`src/hw/bbd_regs.svh`:
```
// Constants for the branch and bit-set decode block
`ifndef BBD_REGS_SVH
`define BBD_REGS_SVH
`define BBD_OP_JUMP        5'h1a
`define BBD_OP_SETBIT      4'h8
`define BBD_OP_SKIP_LOW    4'hb
`define BBD_OP_SKIP_HIGH   4'ha
`define BBD_IDX_LIMIT      8'h5f
`define BBD_ACCESS_HI      4'hf
`define BBD_ACCESS_LO      4'h0
`define BBD_PC_RESET       21'h000000
`define BBD_PC_STEP        21'h000002
`endif

```
`src/hw/bbd_pkg.sv`:
```
// Types for the branch and bit-set decode block
package bbd_pkg;
    typedef enum logic [1:0] {Q1, Q2, Q3, Q4} bbd_phase_type;

    typedef struct packed {
        logic        we;
        logic [11:0] addr;
        logic [7:0]  data;
    } bbd_fwr_type;

    typedef struct packed {
        bbd_phase_type phase;
        logic          flush;
        logic [20:0]   pc;
        logic [15:0]   ir;
        logic [11:0]   faddr;
        logic [7:0]    fdata;
        logic          exec_set;
        logic          exec_skip;
        logic          skip_high;
        logic [2:0]    bit_sel;
        bbd_fwr_type   fwr;
        logic          fetch;
    } bbd_state_type;
endpackage

```
`src/hw/bbd_core.sv`:
```
// Decode and execute of relative jump, bit set and bit-test skips
`timescale 1ns/100ps
// Function
// - Opcode 11010 with signed 11-bit offset
// - Jump target is fetched PC plus 2n
// - Jump takes two cycles, second is idle
// - No status flag is ever modified
// - Bit-set writes one into chosen bit
// - Bank flag picks access bank or bank choice
// - Indexed literal-offset mode for low access addresses
// - Matching skip discards next fetched instruction
`include "bbd_regs.svh"
module bbd_core (
    // Clock and reset
    input  wire logic                 i_clk,
    input  wire logic                 i_rst_n,
    // Program memory
    input  wire logic [15:0]          i_instr,
    output logic      [20:0]          o_pc,
    output logic                      o_fetch,
    // Core context
    input  wire logic [3:0]           i_bank_choice_register,
    input  wire logic                 i_ext_set_en,
    input  wire logic [11:0]          i_index_base,
    // File register port
    input  wire logic [7:0]           i_file_rdata,
    output logic      [11:0]          o_file_raddr,
    output bbd_pkg::bbd_fwr_type      o_file_wr,
    output logic      [1:0]           o_phase
);
    import bbd_pkg::*;

    bbd_state_type st_r;
    bbd_state_type st_nxt;

    logic        is_jump;
    logic        is_set;
    logic        is_skip;
    logic        is_skip_high;
    logic [2:0]  b_field;
    logic [7:0]  f_field;
    logic [20:0] offset2;
    logic [20:0] jump_pc;
    logic        use_bank_reg;
    logic        use_indexed;
    logic        use_access_hi;
    logic [11:0] addr_calc;
    logic [7:0]  set_mask;
    logic [7:0]  set_data;
    logic [7:0]  test_hits;
    logic        bit_val;
    logic        jump_taken;
    logic        skip_taken;

    // ------------------------------------------------------------------
    // Opcode decode
    // ------------------------------------------------------------------
    // Only the latched word is decoded; i_instr is not looked at
    // until it is taken at the end of Q4
    always_comb begin
        is_jump      = (st_r.ir[15:11] == `BBD_OP_JUMP);
        is_set       = (st_r.ir[15:12] == `BBD_OP_SETBIT);
        is_skip_high = (st_r.ir[15:12] == `BBD_OP_SKIP_HIGH);
        is_skip      = (st_r.ir[15:12] == `BBD_OP_SKIP_LOW)
                       || is_skip_high;
        b_field      = st_r.ir[11:9];
        f_field      = st_r.ir[7:0];
    end

    // ------------------------------------------------------------------
    // Jump target
    // ------------------------------------------------------------------
    // The fetch address is already one word past the jump, so the
    // offset is added to it as it stands
    always_comb begin
        // Sign-extended word offset doubled into a byte offset
        offset2 = {{9{st_r.ir[10]}}, st_r.ir[10:0], 1'b0};
        jump_pc = st_r.pc + offset2;
    end

    // ------------------------------------------------------------------
    // File address
    // ------------------------------------------------------------------
    // Indexed mode wins over the access bank for low addresses;
    // the sum wraps inside the 12-bit file space
    always_comb begin
        use_bank_reg  = st_r.ir[8];
        use_indexed   = !st_r.ir[8] && i_ext_set_en
                        && (f_field <= `BBD_IDX_LIMIT);
        use_access_hi = !st_r.ir[8] && f_field[7];
        if (use_bank_reg) begin
            addr_calc = {i_bank_choice_register, f_field};
        end else if (use_indexed) begin
            addr_calc = i_index_base + {`BBD_ACCESS_LO, f_field};
        end else if (use_access_hi) begin
            addr_calc = {`BBD_ACCESS_HI, f_field};
        end else begin
            addr_calc = {`BBD_ACCESS_LO, f_field};
        end
    end

    // ------------------------------------------------------------------
    // Bit select
    // ------------------------------------------------------------------
    // One slice per data bit; the chosen bit drives set and test alike
    generate
        for (genvar gi = 0; gi < 8; gi++) begin : g_bit
            assign set_mask[gi]  = (st_r.bit_sel == 3'(gi));
            assign set_data[gi]  = st_r.fdata[gi] | set_mask[gi];
            assign test_hits[gi] = set_mask[gi] & st_r.fdata[gi];
        end
    endgenerate

    assign bit_val = |test_hits;

    // ------------------------------------------------------------------
    // Flow change
    // ------------------------------------------------------------------
    // A flushed jump must not redirect, or the discarded slot would
    // still steer the program
    always_comb begin
        jump_taken = !st_r.flush && is_jump;
        skip_taken = st_r.exec_skip
                     && (bit_val == st_r.skip_high);
    end

    // ------------------------------------------------------------------
    // Status
    // ------------------------------------------------------------------
    // No flag register lives here: none of the three instructions leaves anything
    // behind but the file write and the fetch address

    // ------------------------------------------------------------------
    // Phase sequencer
    // ------------------------------------------------------------------
    always_comb begin
        st_nxt        = st_r;
        st_nxt.fwr.we = 1'b0;
        st_nxt.fetch  = 1'b0;
        case (st_r.phase)
            Q1: begin
                // Decode
                st_nxt.phase     = Q2;
                st_nxt.exec_set  = 1'b0;
                st_nxt.exec_skip = 1'b0;
                // Flushed slot runs as a no-operation
                if (!st_r.flush) begin
                    st_nxt.exec_set  = is_set;
                    st_nxt.exec_skip = is_skip;
                    st_nxt.skip_high = is_skip_high;
                    st_nxt.bit_sel   = b_field;
                    st_nxt.faddr     = addr_calc;
                end
            end
            Q2: begin
                // Read register
                st_nxt.phase = Q3;
                st_nxt.fdata = i_file_rdata;
            end
            Q3: begin
                // Modify
                st_nxt.phase = Q4;
                if (st_r.exec_set) begin
                    st_nxt.fdata = set_data;
                end
            end
            default: begin
                // Write back, fetch and redirect
                st_nxt.phase = Q1;
                st_nxt.flush = 1'b0;
                st_nxt.ir    = i_instr;
                st_nxt.fetch = 1'b1;
                st_nxt.pc    = st_r.pc + `BBD_PC_STEP;
                if (jump_taken) begin
                    st_nxt.pc    = jump_pc;
                    st_nxt.flush = 1'b1;
                    st_nxt.fetch = 1'b0;
                end else if (skip_taken) begin
                    st_nxt.flush = 1'b1;
                end
                if (st_r.exec_set) begin
                    st_nxt.fwr.we   = 1'b1;
                    st_nxt.fwr.addr = st_r.faddr;
                    st_nxt.fwr.data = st_r.fdata;
                end
            end
        endcase
        // Reset parks the core in Q1 with the first slot flushed, so
        // the word taken at the first Q4 runs one cycle later
        if (!i_rst_n) begin
            st_nxt          = '0;
            st_nxt.phase    = Q1;
            st_nxt.flush    = 1'b1;
            st_nxt.pc       = `BBD_PC_RESET;
        end
    end

    // ------------------------------------------------------------------
    // State register
    // ------------------------------------------------------------------
    always_ff @(posedge i_clk) begin
        st_r <= st_nxt;
    end

    // ------------------------------------------------------------------
    // Outputs
    // ------------------------------------------------------------------
    always_comb begin
        o_pc         = st_r.pc;
        o_fetch      = st_r.fetch;
        o_file_raddr = st_r.faddr;
        o_file_wr    = st_r.fwr;
        o_phase      = st_r.phase;
    end
endmodule

```
`config.mk`:
```
export PLATFORM = sky130hd
export DESIGN_NAME = bbd_core
export DESIGN_NICKNAME = d
export VERILOG_FILES = /design/src/hw/bbd_pkg.sv /design/src/hw/bbd_core.sv
export VERILOG_INCLUDE_DIRS = /design/src /design/src/hw
export SDC_FILE = /design/constraint.sdc
export NUM_CORES = 1
export LEC_CHECK = 0
export BUFFER_PORTS_ARGS = -buffer_cell sky130_fd_sc_hd__buf_4
export CAP_MARGIN = 20
export CORE_AREA = 8 8 105 145
export CTS_BUF_LIST = sky130_fd_sc_hd__clkbuf_16
export CTS_CLUSTER_SIZE = 30
export DETAILED_ROUTE_END_ITERATION = 10
export DIE_AREA = 0 0 113 153
export SYNTH_ARGS = -nofsm -noshare
export SYNTH_HDL_FRONTEND = slang
export SYNTH_SLANG_ARGS = --single-unit
```
`constraint.sdc`:
```
create_clock -name i_clk -period 3.32 [get_ports i_clk]
set_input_delay 0.166 -clock i_clk [delete_from_list [all_inputs] [get_ports i_clk]]
set_output_delay 0.166 -clock i_clk [all_outputs]
set_load 0.02 [all_outputs]
```
-- Word-level counts from Yosys, hierarchy flattened
Index checks and enable logic that the tools add are counted.
- memories kept: 0
- bits in read-only memories: 0
- latch bits: 0
- register bits after elaboration: 88
- bits in writable memories: 0
- output and inout port bits: 57
- input bits: 43
- reduce and logical (&&, ||, !) cells: 17
- equality and inequality tests: 15
- bitwise logic cells: 19
- add/sub/neg operators: 3
- $mul: 0
- shifts and indexed selects: 0
- mux-type cells: 12
- divide/modulo/power cells: 0
- order comparisons: 1
- operators by type and width (operator ; number):
    $mux 21 ; 2
    $mux 12 ; 3
    $add 21x2->21 const B ; 1
    $add 21x21->21 ; 1
    $pmux 8 s2 ; 1
    $add 12x8->12 ; 1
    $eq 3x3->1 const B ; 4
    $eq 4x4->1 const B ; 3
    $and 1x1->1 ; 8
    $le 8x7->1 const B ; 1
    $mux 8 ; 1
    $or 1x1->1 ; 8
    $reduce_or 8->1 ; 1
    $eq 3x2->1 const B ; 2
    $mux 6 ; 1
    $pmux 2 s3 ; 1
    $reduce_and 2->1 ; 3
    $eq 5x5->1 const B ; 1
    $logic_and 1x1->1 ; 5
    $reduce_or 4->1 ; 1
    $eq 3x1->1 const B ; 1
    $logic_not 3->1 ; 1
    $mux 1 ; 3
    $not 1->1 ; 3
    9 further kinds ; 10

-- Longest topological paths before layout
- depth in word-level cells: 7
- mapped depth: 12

-- Worst setup path before layout
No wires, ideal clock.
- path type: reg2reg
- from: register st_r[85] (netlist bit)
- to: register st_r, in the netlist o_pc[15]
- required time: 3.205 ns
- path slack: 0.512 ns
- clock period less this slack: 2.808 ns
- setup time: 0.115 ns
- path buffers: 0
- arrival time: 2.693 ns
- stages on the path, launching flop included: 12
- path through: dfxtp_1 > nand4bb_4 > or3_1 > ha_1 > fa_1 > a211oi_1 > o21bai_1 > a21oi_1 > o31ai_2 > mux2i_1 > xor2_1 > and2_1
- word-level cells in the longest chain between the ends: 3
- ends and longest elaborated chain (what ; RTL line ; text):
    start, declared ; bbd_core.sv:33 ; bbd_state_type st_r;
    start signal, assigned ; bbd_core.sv:202 ; st_r <= st_nxt;
    $logic_not 1->1 ; - ;
    $logic_and 1x1->1 ; bbd_core.sv:122 ; jump_taken = !st_r.flush && is_jump;
    $mux 21 ; bbd_core.sv:174 ; if (jump_taken) begin
No other way between the ends.
A chain may end at the register's enable or synchronous reset.

-- Worst setup path after layout
- from: register st_r[61] (netlist bit)
- to: register st_r, in the netlist o_pc[17]
- word-level cells in the longest chain between the ends: 3
- ends and longest elaborated chain (what ; RTL line):
    $eq 5x5->1 (no source line) ; -
    $logic_and 1x1->1 ; bbd_core.sv:122
    $mux 21 ; bbd_core.sv:174
No other way between the ends.

==> out/results.ini <==
[sta]
rsz0062_at_grt = no
slew-limit-headroom_pct = 53.1
setup-violations-final = 0
timing.setup.tns_ns = 0
fin_crit_sh_pct = 88.7
tightest_slew_ns = 0.701
clock.fmax_ghz = 0.339
finalCriticalPeriod_ns = 2.95
hold_viol_final = 0
slew_violations = 0
fin_ws_ns = 0.374
skew_ns = 0.00830

[worst_setup_path]
crit_path_cell_trace = nand2b_1 -> or3_1 -> ha_1 -> fa_1 -> a211oi_1 -> o21bai_1 -> a21oi_1 -> buf_4 -> nor3_1 -> nor2_1 -> a2bb2oi_1 -> mux2i_1
critPathSlowestCell = fa_1
start_kind = register
rr_endpoint = o_pc[17]
cp_max_fo = 5
worstSetupPathType = reg2reg
required_ns = 3.58
reg2reg_from = st_r[61]
crit_end = o_pc[17]
rrSetupSlack_ns = 0.37
worstSetupStartpoint = st_r[61]
slowest_delay_ns = 0.43
crit_path_end_kind = register
reg2reg_depth = 12
worstPathArrival_ns = 3.21

[finish]
fillers = 1348
final_util_pct = 44.4
regArea_um2 = 1740
syn_to_final_growth_pct = 14.4
fin_nets = 724
antennaDiodeCount = 0
layout-drive-gt1-share_pct = 18.7
multi_input_area_um2 = 2780

[clocking]
postCtsSetupRepairBufs = 0
cts_tree = yes
insertion_delay_ns = 0.34
cts_max_path_buffers = 2
path_clk_slew_ns = 0.06
clockRootBuffer = clkbuf_16
ctsResizeCount = 0
numCtsBuffers = 9
htreeDepth = 3
clock_sinks = 87
postCtsHoldBufs = 0

[logic_synthesis]
yosys.area.top_type_share_pct = 34.2
seq_area_frac_synth_pct = 34.2
ys_ff_latch = 87
synth_top_area_cell = dfxtp_1
synth_edf_count = 0
async_flop_share_pct = 0
synth_cell_types = 55
yosys-top-cells-area = dfxtp_1 34%, buf_4 8.2%, mux2i_1 6.9%
synth_warnings = 0
synth_area_um2 = 5100
synthCells = 629
synth_flop_cell = dfxtp_1
syn_area_per_cell_um2 = 8.11
synth_nets = 696

[min_path]
hold_class = in2reg
holdCritStartpoint = i_instr[3]

[detailed_routing]
first_pass_iters = 4
routed_via_density = 5.16
antenna_left = 0
drt-total-wl_um = 13200
wl_per_cell_um = 16.1
drc_errors = 0
first_iter_violations = 178
route.vias.total = 4222

[grt]
antenna_found_initial = 0
grt_pass1_wl_um = 21300
grt_usage_pct = 15.2
grt_use_met3_pct = 3.12
grt_overflow = 0
busiest_layer = met2
grtUsageMet1_pct = 17.2
grt_max_degree = 43
grt_use_met2_pct = 27.4
grt_pass1_vias = 4263

[power_and_ir_drop]
p_clk_share_pct = 37.0
p_comb_share_pct = 19.5
p_leak_nw = 2.36
vdd_ir_drop_max_v = 0.000262
intPower_w = 0.00194
seqPwrFrac_pct = 43.5
p_per_area_nw_per_um2 = 475
switching_power_w = 0.000825
swShare_pct = 29.8

[die]
initial_utilization_pct = 38.8
core_um2 = 13100
ioPinCount = 100
dieArea_um2 = 17300
row_count = 50
dieWidth_um = 113
dieHeight_um = 153

[status]
status = complete, no violations

[place]
dp_slack_ns = 0.393
gp_congestion = 0.918
portBuffers = 98
detailed_place_hpwl_um = 9890

[flow_run]
max-cap-violations = 0

==> cell usage after synthesis, types with 7 or more instances <==
library cell and instances:
nor2_1 62, clkbuf_1 29, a21oi_1 44, dfxtp_1 87, nand2_1 82, inv_1 11, xor2_1 8, o21ai_0 23
or3_1 7, xnor2_1 15, mux2i_1 35, buf_4 56, and2_1 16, ha_1 22, nand2b_1 13, nor3_1 20
nand3_1 10, a211oi_1 7, nor2b_1 11
==> worst max-delay path: cells and delay by family, from the launching register on <==
family | cells | cell delay (ns)
flip-flops | 1 | 0.34
adder cells (fa/ha/maj) | 2 | 0.65
AND/OR/NAND/NOR | 4 | 0.72
buffers and inverters | 1 | 0.17
multiplexers | 1 | 0.21
AO/OA/AOI/OAI | 4 | 0.76
==> cell type report <==
type                    instances  area share, %
inverters                      12          0.772
flip-flops and latches         87           29.9
clock buffers                   9           3.86
clock inverters                 7           1.22
multi-input cells             443           47.6
repair buffers                104           13.4
well taps                     156           3.35
==> cell usage in the layout, fill, tap and decap left out, types with 3 or more instances in the layout <==
master and instances:
a211oi_1 7, a21o_1 5, a21oi_1 44, a31oi_1 5, and2_1 16, and3_1 3, buf_4 104, clkbuf_16 9
dfxtp_1 87, ha_1 21, inv_1 12, mux2i_1 35, nand2_1 82, nand2b_1 13, nand3_1 10, nand3b_1 3
nand4_1 3, nor2_1 62, nor2b_1 11, nor3_1 20, o211ai_1 4, o21ai_0 23, o21ai_1 5, o2bb2ai_1 4
or3_1 7, xnor2_1 15, xor2_1 8
==> through the flow <==
step,cell area (um2),total power (W),hold slack [ns],std cells
2_1_floorplan,5100,0.00161,0.313,629
3_3_place_gp,5540,0.00176,0.398,802
3_5_place_dp,5540,0.00177,0.411,802
4_1_cts,5830,0.00280,0.0561,818
5_1_grt,5830,0.00291,0.0635,818
6_report,5830,0.00277,0.0642,818
==> logic make-up (layout without fill, tap and decap cells) <==
logic type	count (synthesis)	after routing	synth area share, %
and+or+nand+nor	242	242	22.8
AOI/OAI and AO/OA	117	117	14.3
buffers and inverters	99	132	11.5
DFF	87	87	34.2
muxes	36	36	7.09
adders and majority gates	24	24	6.18
xor gates and xnor gates	23	23	3.95
other	1	1	0.0735
==> power by group through the flow <==
stage | Sequential (W) | Combinational [W] | Clock (W)
floorplan | 0.00120 | 0.000408 | 0
global placement | 0.00123 | 0.000531 | 0
detailed placement | 0.00123 | 0.000538 | 0
CTS | 0.00121 | 0.000543 | 0.00105
global route | 0.00122 | 0.000597 | 0.00109
finish | 0.00121 | 0.000540 | 0.00102
==> worst min path at each step <==
| stage | to | slack, ns | depth (start not counted) |
|---|---|---|---|
| final | f_field[3] | 0.06 | 3 |
| after global routing | f_field[6] | 0.06 | 3 |
| after CTS | f_field[3] | 0.06 | 3 |
| after detailed placement | f_field[3] | 0.41 | 3 |
| after global placement | f_field[2] | 0.40 | 3 |
| after floorplan | b_field[2] | 0.31 | 2 |
==> flip-flops by register name, summed over array words and instances (netlist names) <==
register,count
b_field,3
f_field,8
o_fetch,1
o_file_raddr,12
o_file_wr,21
o_pc,20
o_phase,2
offset2,1
st_r,19
==> metal layers <==
metal	up-vias	wire length [um]
met5	-	0
met4	0	215
met3	14	473
met2	101	6790
met1	1950	5690
li1	2157	-
(Power assumes the default switching activity.)
